## config.mk

```make
export PLATFORM = sky130hd
export DESIGN_NAME = srx_top
export DESIGN_NICKNAME = d
export VERILOG_FILES = /design/src/srx_pkg.sv /design/src/srx_baud_gen.sv /design/src/srx_top.sv
export SDC_FILE = /design/constraint.sdc
export NUM_CORES = 1
export LEC_CHECK = 0
export BUFFER_PORTS_ARGS = -buffer_cell sky130_fd_sc_hd__buf_2
export CAP_MARGIN = 20
export CORE_MARGIN = 8
export CORE_UTILIZATION = 50
export DETAILED_ROUTE_END_ITERATION = 12
export HOLD_SLACK_MARGIN = 0.06
export PLACE_DENSITY = 0.66
export REMOVE_ABC_BUFFERS = 1
export SYNTH_ARGS = -nofsm -noshare
export SYNTH_HDL_FRONTEND = slang
export SYNTH_HIERARCHICAL = 1
export SYNTH_SLANG_ARGS = --single-unit
```

## constraint.sdc

```tcl
create_clock -name clk -period 3.6 [get_ports clk]
set_input_delay 0.54 -clock clk [delete_from_list [all_inputs] [get_ports clk]]
set_output_delay 0.54 -clock clk [all_outputs]
set_load 0.01 [all_outputs]
```

## src/srx_pkg.sv

```systemverilog
// Purpose: Shared constants for the serial receive control and baud timer.
// Assumes: Register port with a 3-bit word address and 8-bit data.
// Notes: Every offset, field position and count used by the logic is here.
package srx_pkg;

  localparam int ADDR_W = 3;
  localparam int DATA_W = 8;

  // Register word offsets.
  localparam logic [ADDR_W-1:0] OFF_RX_CTRL = 3'h0;
  localparam logic [ADDR_W-1:0] OFF_BAUD_CTRL = 3'h1;
  localparam logic [ADDR_W-1:0] OFF_DIV_LOW = 3'h2;
  localparam logic [ADDR_W-1:0] OFF_DIV_HIGH = 3'h3;
  localparam logic [ADDR_W-1:0] OFF_RX_BUF = 3'h4;
  localparam logic [ADDR_W-1:0] OFF_MODE_CTRL = 3'h5;

  // Field positions of rx_ctrl_status.
  localparam int B_PORT_ON = 7;
  localparam int B_NINE_BIT = 6;
  localparam int B_SINGLE_RX = 5;
  localparam int B_CONT_RX = 4;
  localparam int B_ADDR_DET = 3;
  localparam int B_FRAME_ERR = 2;
  localparam int B_OVERRUN = 1;
  localparam int B_NINTH = 0;

  // Field positions of baud_ctrl.
  localparam int B_AB_OVF = 7;
  localparam int B_RX_IDLE = 6;
  localparam int B_RX_INV = 5;
  localparam int B_CLK_POL = 4;
  localparam int B_WIDE_DIV = 3;
  localparam int B_WAKE = 1;
  localparam int B_AB_ON = 0;

  // Field positions of mode_ctrl.
  localparam int B_CLK_MASTER = 7;
  localparam int B_SYNC_MODE = 4;
  localparam int B_HIGH_SPEED = 2;

  // Reset values.
  localparam logic [DATA_W-1:0] RST_BYTE = 8'h00;
  localparam logic [1:0] PIN_IDLE = 2'h3;

  // Each bit period is four quarter ticks of the baud timer.
  localparam logic [1:0] QTR_MID = 2'h1;
  localparam logic [1:0] QTR_LAST = 2'h3;
  localparam logic [3:0] BITS_8 = 4'h8;
  localparam logic [3:0] BITS_9 = 4'h9;

  // Last prescale count per quarter tick: period multiplier divided by 4, less one.
  localparam logic [3:0] PRE_64 = 4'hf;
  localparam logic [3:0] PRE_16 = 4'h3;
  localparam logic [3:0] PRE_4 = 4'h0;

  localparam logic [15:0] AB_CNT_MAX = 16'hffff;

  // Last prescale count for the selected speed and divider width.
  function automatic logic [3:0] srx_pre_last(
    input logic sync_mode,
    input logic wide,
    input logic high_speed
  );
    if (sync_mode) begin
      srx_pre_last = PRE_4;
    end else if (!wide && !high_speed) begin
      srx_pre_last = PRE_64;
    end else if (wide && high_speed) begin
      srx_pre_last = PRE_4;
    end else begin
      srx_pre_last = PRE_16;
    end
  endfunction : srx_pre_last

endpackage : srx_pkg

```

## src/srx_baud_gen.sv

```systemverilog
// Purpose: Free-running baud timer giving four quarter ticks per bit.
// Assumes: Divisor and mode bits are stable register outputs.
// Notes: A clear restarts both the divisor count and the prescaler.
`timescale 1ns/1ps
module srx_baud_gen #(
  parameter int DIV_W = 16
) (
  input wire logic clk,
  input wire logic rst,
  input wire logic clear,
  input wire logic [DIV_W-1:0] divisor,
  input wire logic sync_mode,
  input wire logic wide,
  input wire logic high_speed,
  output logic q_tick
);
  import srx_pkg::*;

  logic [DIV_W-1:0] cnt_reg;
  logic [3:0] pre_reg;
  logic base_ovf;
  logic [3:0] pre_last;

  assign base_ovf = (cnt_reg == divisor);
  assign pre_last = srx_pre_last(sync_mode, wide, high_speed);

  // Free-running timer.
  // Divisor write restarts.
  always_ff @(posedge clk or posedge rst) begin
    if (rst) begin
      cnt_reg <= '0;
    end else if (clear || base_ovf) begin
      cnt_reg <= '0;
    end else begin
      cnt_reg <= cnt_reg + 1'b1;
    end
  end

  // Period multiplier prescale.
  // High-speed multipliers.
  always_ff @(posedge clk or posedge rst) begin
    if (rst) begin
      pre_reg <= 4'h0;
      q_tick <= 1'b0;
    end else if (clear) begin
      pre_reg <= 4'h0;
      q_tick <= 1'b0;
    end else begin
      q_tick <= base_ovf && (pre_reg >= pre_last);
      if (base_ovf) begin
        pre_reg <= (pre_reg >= pre_last) ? 4'h0 : pre_reg + 4'h1;
      end
    end
  end

endmodule : srx_baud_gen

```

## src/srx_top.sv

```systemverilog
// Purpose: Receive control, status and baud timer of a serial port.
// Assumes: One core clock; pins are synchronised inside this block.
// Notes: Transmit data path and the auto-baud rate search are not here.
//
// Behaviour
// Port-on gives pins; off resets unit.
// Nine-bit bit selects 9-bit reception.
// Single receive in sync master, self-clearing.
// Continuous receive enables, overrides single.
// Address detect buffers only ninth-bit-one characters.
// Detect off buffers all; ignored 8-bit.
// Framing flag follows buffered character.
// Overrun flag cleared by clearing continuous.
// Ninth bit shown; parity left to software.
// Auto-baud timer overflow sets flag.
// Idle flag low while receiver active.
// Polarity bit inverts the receive line.
// Transmit idle low when polarity set.
// Sync clock polarity picks sample edge.
// Width bit selects 16 or 8-bit divisor.
// Wake-on-edge flags fall, clears on rise.
// Auto-baud enable starts, clears when done.
// Baud timer free-runs from core clock.
// High-speed bit ignored in sync mode.
// Divisor write clears baud timer.
// Divide by 64, 16 or 4 times.
// High speed divides by 16 or 4.
// Sync select picks mode interpretation.
// Receiver samples mid-bit, flags bad stop.
//
// Our own choices: the register offsets and the plain strobed port.
`timescale 1ns/1ps
module srx_top (
  input wire logic clk,
  input wire logic rst,
  input wire logic [srx_pkg::ADDR_W-1:0] reg_addr,
  input wire logic [srx_pkg::DATA_W-1:0] reg_wdata,
  input wire logic reg_wr,
  input wire logic reg_rd,
  output logic [srx_pkg::DATA_W-1:0] reg_rdata,
  input wire logic rx_pin_i,
  input wire logic tx_pin_i,
  output logic tx_pin_o,
  output logic tx_pin_oe,
  output logic pins_owned,
  output logic rx_irq_flag
);
  import srx_pkg::*;

  typedef enum logic [2:0] {
    SRX_IDLE = 3'b000,
    SRX_START = 3'b001,
    SRX_DATA = 3'b010,
    SRX_STOP = 3'b011,
    SRX_SYNC = 3'b100
  } srx_state_e;

  function automatic logic srx_hit(
    input logic strobe,
    input logic [ADDR_W-1:0] addr,
    input logic [ADDR_W-1:0] off
  );
    srx_hit = strobe && (addr == off);
  endfunction : srx_hit

  // Control bits written by software.
  logic port_on_reg, nine_bit_rx_reg, single_rx_req_reg, cont_rx_on_reg;
  logic addr_detect_on_reg, rx_polarity_invert_reg, tx_clk_polarity_reg;
  logic wide_divider_sel_reg, wake_on_edge_reg, autobaud_on_reg;
  logic sync_mode_reg, high_speed_sel_reg, clk_master_reg;
  logic [DATA_W-1:0] divisor_low_reg, divisor_high_reg;
  // Status kept by hardware.
  logic frame_err_flag_reg, overrun_flag_reg, rx_ninth_bit_reg;
  logic autobaud_overflow_reg, rx_irq_flag_reg;
  logic [DATA_W-1:0] rx_buffer_reg;
  // Receiver.
  srx_state_e state_reg;
  logic [1:0] qcnt_reg;
  logic [3:0] bitcnt_reg;
  logic [8:0] rx_shift_reg;
  logic done_reg, done_frame_err_flag_reg;
  // Pins.
  logic [1:0] pin_s1_reg, pin_s2_reg, pin_s3_reg, pin_lvl_reg;
  logic line_prev_reg, clk_prev_reg, wake_fell_reg;
  logic [15:0] ab_cnt_reg;
  logic ab_run_reg;
  logic [DATA_W-1:0] rdata_mux;

  logic wr_rx_ctrl, wr_baud, wr_div_lo, wr_div_hi, wr_mode, rd_buf;
  logic unit_off, async_mode, line_now, fall, rise, clk_in;
  logic async_en, master_run, slave_run, slave_sample, q_tick;
  logic [3:0] nbits_last;
  logic ninth_in, accept, wake_event, wake_clear, ab_active, ab_done;
  logic rx_idle_flag, sync_sample;

  assign wr_rx_ctrl = srx_hit(reg_wr, reg_addr, OFF_RX_CTRL);
  assign wr_baud = srx_hit(reg_wr, reg_addr, OFF_BAUD_CTRL);
  assign wr_div_lo = srx_hit(reg_wr, reg_addr, OFF_DIV_LOW);
  assign wr_div_hi = srx_hit(reg_wr, reg_addr, OFF_DIV_HIGH);
  assign wr_mode = srx_hit(reg_wr, reg_addr, OFF_MODE_CTRL);
  assign rd_buf = srx_hit(reg_rd, reg_addr, OFF_RX_BUF);

  // Off holds unit in reset.
  assign unit_off = !port_on_reg;
  // Mode select.
  assign async_mode = port_on_reg && !sync_mode_reg;

  // Three stages; a level is taken once stages two and three agree.
  always_ff @(posedge clk or posedge rst) begin
    if (rst) begin
      pin_s1_reg <= PIN_IDLE;
      pin_s2_reg <= PIN_IDLE;
      pin_s3_reg <= PIN_IDLE;
      pin_lvl_reg <= PIN_IDLE;
    end else begin
      pin_s1_reg <= {tx_pin_i, rx_pin_i};
      pin_s2_reg <= pin_s1_reg;
      pin_s3_reg <= pin_s2_reg;
      pin_lvl_reg <= (pin_s2_reg & pin_s3_reg)
                     | (pin_lvl_reg & (pin_s2_reg | pin_s3_reg));
    end
  end

  // Receive line polarity.
  assign line_now = pin_lvl_reg[0] ^ rx_polarity_invert_reg;
  assign clk_in = pin_lvl_reg[1];
  assign fall = line_prev_reg && !line_now;
  assign rise = !line_prev_reg && line_now;

  // Sample on edge returning to idle.
  assign slave_sample = (clk_prev_reg != clk_in)
                        && (clk_in == tx_clk_polarity_reg);

  always_ff @(posedge clk or posedge rst) begin
    if (rst) begin
      line_prev_reg <= 1'b1;
      clk_prev_reg <= 1'b1;
    end else begin
      line_prev_reg <= line_now;
      clk_prev_reg <= clk_in;
    end
  end

  // Continuous enables async receiver.
  assign async_en = async_mode && cont_rx_on_reg && !wake_on_edge_reg
                    && !autobaud_on_reg;
  // Single receive only in master.
  assign master_run = port_on_reg && sync_mode_reg && clk_master_reg
                      && (cont_rx_on_reg || single_rx_req_reg);
  assign slave_run = port_on_reg && sync_mode_reg && !clk_master_reg
                     && cont_rx_on_reg;
  // Character length.
  assign nbits_last = nine_bit_rx_reg ? BITS_9 - 4'h1 : BITS_8 - 4'h1;
  assign sync_sample = clk_master_reg ? (q_tick && qcnt_reg == QTR_LAST)
                                      : slave_sample;

  srx_baud_gen #(
    .DIV_W(16)
  ) u_baud (
    .clk(clk),
    .rst(rst),
    .clear(wr_div_lo || wr_div_hi || unit_off),
    // Divider width.
    .divisor(wide_divider_sel_reg ? {divisor_high_reg, divisor_low_reg}
                                  : {RST_BYTE, divisor_low_reg}),
    .sync_mode(sync_mode_reg),
    .wide(wide_divider_sel_reg),
    // High speed only async.
    .high_speed(high_speed_sel_reg && !sync_mode_reg),
    .q_tick(q_tick)
  );

  // Receive state machine.
  always_ff @(posedge clk or posedge rst) begin
    if (rst) begin
      state_reg <= SRX_IDLE;
      qcnt_reg <= 2'h0;
      bitcnt_reg <= 4'h0;
      rx_shift_reg <= 9'h000;
      done_reg <= 1'b0;
      done_frame_err_flag_reg <= 1'b0;
    end else begin
      done_reg <= 1'b0;
      if (unit_off) begin
        state_reg <= SRX_IDLE;
        qcnt_reg <= 2'h0;
      end else begin
        case (state_reg)
          SRX_IDLE: begin
            qcnt_reg <= 2'h0;
            bitcnt_reg <= 4'h0;
            if (async_en && fall) begin
              state_reg <= SRX_START;
            end else if (master_run || slave_run) begin
              state_reg <= SRX_SYNC;
            end
          end
          SRX_START: begin
            if (!async_en) begin
              state_reg <= SRX_IDLE;
            end else if (q_tick) begin
              qcnt_reg <= qcnt_reg + 2'h1;
              // Start bit checked mid-bit.
              if (qcnt_reg == QTR_MID) begin
                qcnt_reg <= 2'h0;
                state_reg <= line_now ? SRX_IDLE : SRX_DATA;
              end
            end
          end
          SRX_DATA: begin
            if (!async_en) begin
              state_reg <= SRX_IDLE;
            end else if (q_tick) begin
              qcnt_reg <= qcnt_reg + 2'h1;
              if (qcnt_reg == QTR_LAST) begin
                rx_shift_reg <= {line_now, rx_shift_reg[8:1]};
                bitcnt_reg <= bitcnt_reg + 4'h1;
                if (bitcnt_reg == nbits_last) begin
                  state_reg <= SRX_STOP;
                end
              end
            end
          end
          SRX_STOP: begin
            if (!async_en) begin
              state_reg <= SRX_IDLE;
            end else if (q_tick) begin
              qcnt_reg <= qcnt_reg + 2'h1;
              if (qcnt_reg == QTR_LAST) begin
                // Low stop bit is framing error.
                done_reg <= 1'b1;
                done_frame_err_flag_reg <= !line_now;
                state_reg <= SRX_IDLE;
              end
            end
          end
          SRX_SYNC: begin
            if (!(master_run || slave_run)) begin
              state_reg <= SRX_IDLE;
            end else begin
              if (q_tick) begin
                qcnt_reg <= qcnt_reg + 2'h1;
              end
              if (sync_sample) begin
                rx_shift_reg <= {line_now, rx_shift_reg[8:1]};
                bitcnt_reg <= bitcnt_reg + 4'h1;
                if (bitcnt_reg == nbits_last) begin
                  done_reg <= 1'b1;
                  done_frame_err_flag_reg <= 1'b0;
                  state_reg <= SRX_IDLE;
                end
              end
            end
          end
          default: begin
            state_reg <= SRX_IDLE;
          end
        endcase
      end
    end
  end

  // Idle while no character is in progress.
  assign rx_idle_flag = (state_reg == SRX_IDLE);
  assign ninth_in = nine_bit_rx_reg && rx_shift_reg[8];
  // Address detect filter.
  // Ignored for 8-bit or sync.
  assign accept = done_reg && !(nine_bit_rx_reg && addr_detect_on_reg
                                && !sync_mode_reg && !rx_shift_reg[8]);
  // Falling edge wakes.
  assign wake_event = async_mode && wake_on_edge_reg && fall;
  assign wake_clear = async_mode && wake_on_edge_reg && wake_fell_reg
                      && rise;

  // One-character buffer; a character that finds it full is an overrun.
  always_ff @(posedge clk or posedge rst) begin
    if (rst) begin
      rx_buffer_reg <= RST_BYTE;
      frame_err_flag_reg <= 1'b0;
      rx_ninth_bit_reg <= 1'b0;
      rx_irq_flag_reg <= 1'b0;
      overrun_flag_reg <= 1'b0;
    end else if (unit_off) begin
      frame_err_flag_reg <= 1'b0;
      rx_irq_flag_reg <= 1'b0;
      overrun_flag_reg <= 1'b0;
    end else begin
      if (accept && rx_irq_flag_reg && !rd_buf) begin
        overrun_flag_reg <= 1'b1;
      end else if (!cont_rx_on_reg) begin
        // Cleared by clearing continuous.
        overrun_flag_reg <= 1'b0;
      end
      if (accept && !(rx_irq_flag_reg && !rd_buf)) begin
        rx_buffer_reg <= nine_bit_rx_reg ? rx_shift_reg[7:0]
                                         : rx_shift_reg[8:1];
        // Flag travels with character.
        frame_err_flag_reg <= done_frame_err_flag_reg;
        // Ninth bit passed unchanged.
        rx_ninth_bit_reg <= ninth_in;
        rx_irq_flag_reg <= 1'b1;
      end else if (wake_event) begin
        rx_irq_flag_reg <= 1'b1;
      end else if (rd_buf) begin
        rx_irq_flag_reg <= 1'b0;
      end
    end
  end

  // Remember fall until rise.
  always_ff @(posedge clk or posedge rst) begin
    if (rst) begin
      wake_fell_reg <= 1'b0;
    end else if (!(async_mode && wake_on_edge_reg)) begin
      wake_fell_reg <= 1'b0;
    end else if (fall) begin
      wake_fell_reg <= 1'b1;
    end
  end

  // Auto-baud window is start edge to next rise.
  assign ab_active = async_mode && autobaud_on_reg;
  assign ab_done = ab_active && ab_run_reg && rise;

  always_ff @(posedge clk or posedge rst) begin
    if (rst) begin
      ab_run_reg <= 1'b0;
      ab_cnt_reg <= 16'h0000;
      autobaud_overflow_reg <= 1'b0;
    end else begin
      if (!ab_active || ab_done) begin
        ab_run_reg <= 1'b0;
      end else if (fall) begin
        ab_run_reg <= 1'b1;
        ab_cnt_reg <= 16'h0000;
      end else if (ab_run_reg) begin
        ab_cnt_reg <= ab_cnt_reg + 16'h0001;
      end
      // Overflow flag, set wins.
      if (ab_active && ab_run_reg && ab_cnt_reg == AB_CNT_MAX) begin
        autobaud_overflow_reg <= 1'b1;
      end else if (unit_off || (wr_baud && reg_wdata[B_AB_ON])) begin
        autobaud_overflow_reg <= 1'b0;
      end
    end
  end

  // Software-written control; a write wins over a hardware clear.
  always_ff @(posedge clk or posedge rst) begin
    if (rst) begin
      port_on_reg <= 1'b0;
      nine_bit_rx_reg <= 1'b0;
      single_rx_req_reg <= 1'b0;
      cont_rx_on_reg <= 1'b0;
      addr_detect_on_reg <= 1'b0;
      rx_polarity_invert_reg <= 1'b0;
      tx_clk_polarity_reg <= 1'b0;
      wide_divider_sel_reg <= 1'b0;
      wake_on_edge_reg <= 1'b0;
      autobaud_on_reg <= 1'b0;
      sync_mode_reg <= 1'b0;
      high_speed_sel_reg <= 1'b0;
      clk_master_reg <= 1'b0;
      divisor_low_reg <= RST_BYTE;
      divisor_high_reg <= RST_BYTE;
    end else begin
      if (wr_rx_ctrl) begin
        port_on_reg <= reg_wdata[B_PORT_ON];
        nine_bit_rx_reg <= reg_wdata[B_NINE_BIT];
        single_rx_req_reg <= reg_wdata[B_SINGLE_RX];
        cont_rx_on_reg <= reg_wdata[B_CONT_RX];
        addr_detect_on_reg <= reg_wdata[B_ADDR_DET];
      end else if (done_reg && sync_mode_reg && clk_master_reg) begin
        // Single request ends.
        single_rx_req_reg <= 1'b0;
      end
      if (wr_baud) begin
        rx_polarity_invert_reg <= reg_wdata[B_RX_INV];
        tx_clk_polarity_reg <= reg_wdata[B_CLK_POL];
        wide_divider_sel_reg <= reg_wdata[B_WIDE_DIV];
        wake_on_edge_reg <= reg_wdata[B_WAKE];
        autobaud_on_reg <= reg_wdata[B_AB_ON];
      end else begin
        if (wake_clear) begin
          wake_on_edge_reg <= 1'b0;
        end
        if (ab_done) begin
          autobaud_on_reg <= 1'b0;
        end
      end
      if (wr_mode) begin
        clk_master_reg <= reg_wdata[B_CLK_MASTER];
        sync_mode_reg <= reg_wdata[B_SYNC_MODE];
        high_speed_sel_reg <= reg_wdata[B_HIGH_SPEED];
      end
      if (wr_div_lo) begin
        divisor_low_reg <= reg_wdata;
      end
      if (wr_div_hi) begin
        divisor_high_reg <= reg_wdata;
      end
    end
  end

  // Async transmit idles at the inverse of the polarity bit.
  // Master clock leaves idle mid-bit.
  always_ff @(posedge clk or posedge rst) begin
    if (rst) begin
      tx_pin_o <= 1'b1;
      tx_pin_oe <= 1'b0;
    end else begin
      // Pins owned only while on.
      tx_pin_oe <= port_on_reg && (!sync_mode_reg || clk_master_reg);
      if (!sync_mode_reg) begin
        tx_pin_o <= !tx_clk_polarity_reg;
      end else if (state_reg == SRX_SYNC && qcnt_reg[1]) begin
        tx_pin_o <= !tx_clk_polarity_reg;
      end else begin
        tx_pin_o <= tx_clk_polarity_reg;
      end
    end
  end

  always_comb begin
    rdata_mux = RST_BYTE;
    case (reg_addr)
      OFF_RX_CTRL: begin
        rdata_mux = {port_on_reg, nine_bit_rx_reg, single_rx_req_reg,
                     cont_rx_on_reg, addr_detect_on_reg, frame_err_flag_reg,
                     overrun_flag_reg, rx_ninth_bit_reg};
      end
      OFF_BAUD_CTRL: begin
        rdata_mux = {autobaud_overflow_reg, rx_idle_flag,
                     rx_polarity_invert_reg, tx_clk_polarity_reg,
                     wide_divider_sel_reg, 1'b0, wake_on_edge_reg,
                     autobaud_on_reg};
      end
      OFF_DIV_LOW: begin
        rdata_mux = divisor_low_reg;
      end
      OFF_DIV_HIGH: begin
        rdata_mux = divisor_high_reg;
      end
      OFF_RX_BUF: begin
        rdata_mux = rx_buffer_reg;
      end
      OFF_MODE_CTRL: begin
        rdata_mux[B_CLK_MASTER] = clk_master_reg;
        rdata_mux[B_SYNC_MODE] = sync_mode_reg;
        rdata_mux[B_HIGH_SPEED] = high_speed_sel_reg;
      end
      default: begin
        rdata_mux = RST_BYTE;
      end
    endcase
  end

  // Read data stands only in the cycle after the strobe, zero otherwise.
  always_ff @(posedge clk or posedge rst) begin
    if (rst) begin
      reg_rdata <= RST_BYTE;
    end else begin
      reg_rdata <= reg_rd ? rdata_mux : RST_BYTE;
    end
  end

  assign pins_owned = port_on_reg;
  assign rx_irq_flag = rx_irq_flag_reg;

endmodule : srx_top
```

==> flow_summary.yaml <==
run_status:
  outcome: "completed"
clocking:
  post-cts-setup-buffers: 0
  postCtsHoldBufs: 0
  cts_tree: "built"
  cts.clk_slew.worst_paths_ns: 0.05
  clock_path_buffers: 2
  cts_sinks: 121
  clk_latency_ns: 0.41
  cts_buffers: 17
  htree_levels: 4
  cts_resized: 0
  cts_root_buf: "clkbuf_16"
detailed_routing:
  ant_nets: 0
  drc: 0
  routed_wl_um: 13500
  vias: 4438
  via_per_inst: 5.62
  drt_pass1_iterations: 5
  avgRoutedWirePerCell_um: 17.1
  drt-initial-drc-count: 305
min_path:
  min_path_cells: 1
  worstHoldPathType: "primary input to register"
timing:
  fin_worst_skew_ns: 0.00708
  finalSetupViolations: 0
  hold_viol_final: 0
  hold_ws_ns: 0.226
  fin_crit_sh_pct: 68.2
  setup_tns_ns: 0
  min_period_ns: 2.45
  worst_pin_slew_ns: 0.887
  relSlewSlack_pct: 40.9
  rsz0062_at_grt: "no"
  max_freq_mhz: 408
  drv_slew: 0
layout:
  multi_input_area_mm2: 0.00294
  regArea_mm2: 0.00304
  fill_cells: 1009
  antenna_cells: 0
  drive_gt1_share_pct: 19.0
  nets: 638
  area_delta_synth_final_pct: 13.5
placement:
  io_buffers: 28
  routabilityCongestion: 0.824
  dp_hpwl_um: 9630
synth:
  ys_types: 67
  synth_area_leader_cell: "dfrtp_1"
  yosys.area_share.simple_pct: 16.7
  syn_area_mm2: 0.00618
  synth_edf_count: 0
  synth-adder-area-share_pct: 2.75
  synthTopCellsByArea: "dfrtp_1 45%, mux2_2 5.3%, dfstp_2 4.7%"
  synth.avg_cell_area_um2: 10.6
  post-synth-top-count-cell: "dfrtp_1"
  muxShareOfSynthArea_pct: 10.6
  synthFlopType: "dfrtp_1"
  synthCells: 581
  synthTopCellsByCount: "110 x dfrtp_1, 52 x nor2_1, 41 x nand2_1"
  synthArstFlopShare_pct: 100
  synth_compound_area_share_pct: 10.7
  ys_ff_latch: 121
  synth_top_area_share_pct: 44.5
  synthXorXnorAreaFrac_pct: 6.76
  yosys_warnings: 6
  synth-seq-area-share_pct: 49.2
  synth_top_family_by_area: "simple AND/OR/NAND/NOR gates"
critical_path:
  path_max_fanout: 16
  cp.required_ns: 3.87
  crit_arrival_ns: 2.73
  worst_setup_path_start_kind: "register"
  r2r_setup_slack_ns: 1.15
  crit_path_end_kind: "register"
  reg2reg_depth: 6
  critPathKind: "register to register"
run:
  maxCapViolCount: 0
global_routing:
  grt_overflow: 0
  track_usage_pct: 17.9
  grt_max_degree: 73
  grt_antenna_before_repair: 0
  grt_pass1_wl_um: 23000
  grt_pass1_vias: 4565
die:
  rows: 40
  die_h_um: 127
  io_pins: 29
  die-area_mm2: 0.0162
  die_w_um: 127
  start_util_pct: 51.3
  core_area_mm2: 0.0121
power:
  power.static_leakage_nw: 3.03
  p_per_area_mw_per_mm2: 557
  ir_drop_uv: 333
critical path: stages, from the launching register on:
cell,delay [ns]
dfrtp_1,0.50
and2_1,0.21
xnor2_1,0.23
nand4_1,0.21
nor4_4,0.55
or2_1,0.49
nor2_1,0.12
power breakdown:
part / switching [mW] / internal [mW]
registers: 0.179 / 1.50
logic: 0.296 / 0.243
clock network: 0.577 / 1.12
routing by layer:
metal	global-route usage [%]	routed length, um
met1	22.5	6210
met2	29.1	6510
met3	5.45	573
met4	5.46	157
met5	0	0
cells by family after synthesis:
| kind of cell | Yosys count |
|---|---|
| AO/OA/AOI/OAI | 103 |
| flip-flops | 121 |
| AND/OR/NAND/NOR | 196 |
| adder cells (fa/ha/maj) | 14 |
| multiplexers | 58 |
| buffers and inverters | 43 |
| XOR/XNOR | 46 |
cell type report:
| class | count | share of cell area, % |
|---|---|---|
| tap | 168 | 3.00 |
| multi-input combinational | 417 | 41.8 |
| timing repair buffer | 30 | 2.21 |
| inverter | 22 | 1.21 |
| clock inverter | 8 | 1.71 |
| clock buffer | 23 | 6.67 |
| sequential | 121 | 43.4 |
per-stage QoR:
step	std cells	area (um2)	utilization, %	total power [mW]	worst slack, ns
global route	789	7020	58.2	4.08	0.913
detailed placement	758	6430	53.3	2.23	1.05
floorplan	560	6060	-	2.04	0.459
finish	789	7020	58.2	3.91	1.15
CTS	789	7020	58.2	3.94	1.08
global placement	758	6430	53.3	2.21	1.16
path summary, 6_finish.rpt:
kind / from / end
max: wide_divider_sel_reg / u_baud/cnt_reg[8]
min: tx_pin_i / pin_s1_reg[1]
max reg2reg: wide_divider_sel_reg / u_baud/cnt_reg[8]
min reg2reg: pin_s1_reg[1] / pin_s2_reg[1]
max in group asynchronous: rst / reg_rdata[2]
min in group asynchronous: rst / u_baud/q_tick
cell usage in the layout, fill, tap and decap left out, types with 5 or more instances in the layout:
cell type | Yosys | layout
dfrtp_1 | 110 | 110
nor2_1 | 52 | 52
nand2_1 | 41 | 41
mux2_2 | 29 | 29
xnor2_1 | 28 | 28
buf_2 | 6 | 28
o21ai_0 | 27 | 27
a21oi_1 | 26 | 26
mux2i_1 | 23 | 23
inv_1 | 21 | 20
nand3_1 | 19 | 19
clkbuf_16 | 0 | 17
xor2_1 | 16 | 16
nand4_1 | 15 | 15
ha_1 | 12 | 12
and2_1 | 11 | 11
dfstp_2 | 11 | 11
nand2b_1 | 10 | 10
a211oi_1 | 8 | 8
nor3_1 | 7 | 7
a22oi_1 | 7 | 7
and3_1 | 7 | 7
nor2b_1 | 6 | 6
o211ai_1 | 5 | 5
mux2_4 | 5 | 5
Power figures use the tool's default switching activity.
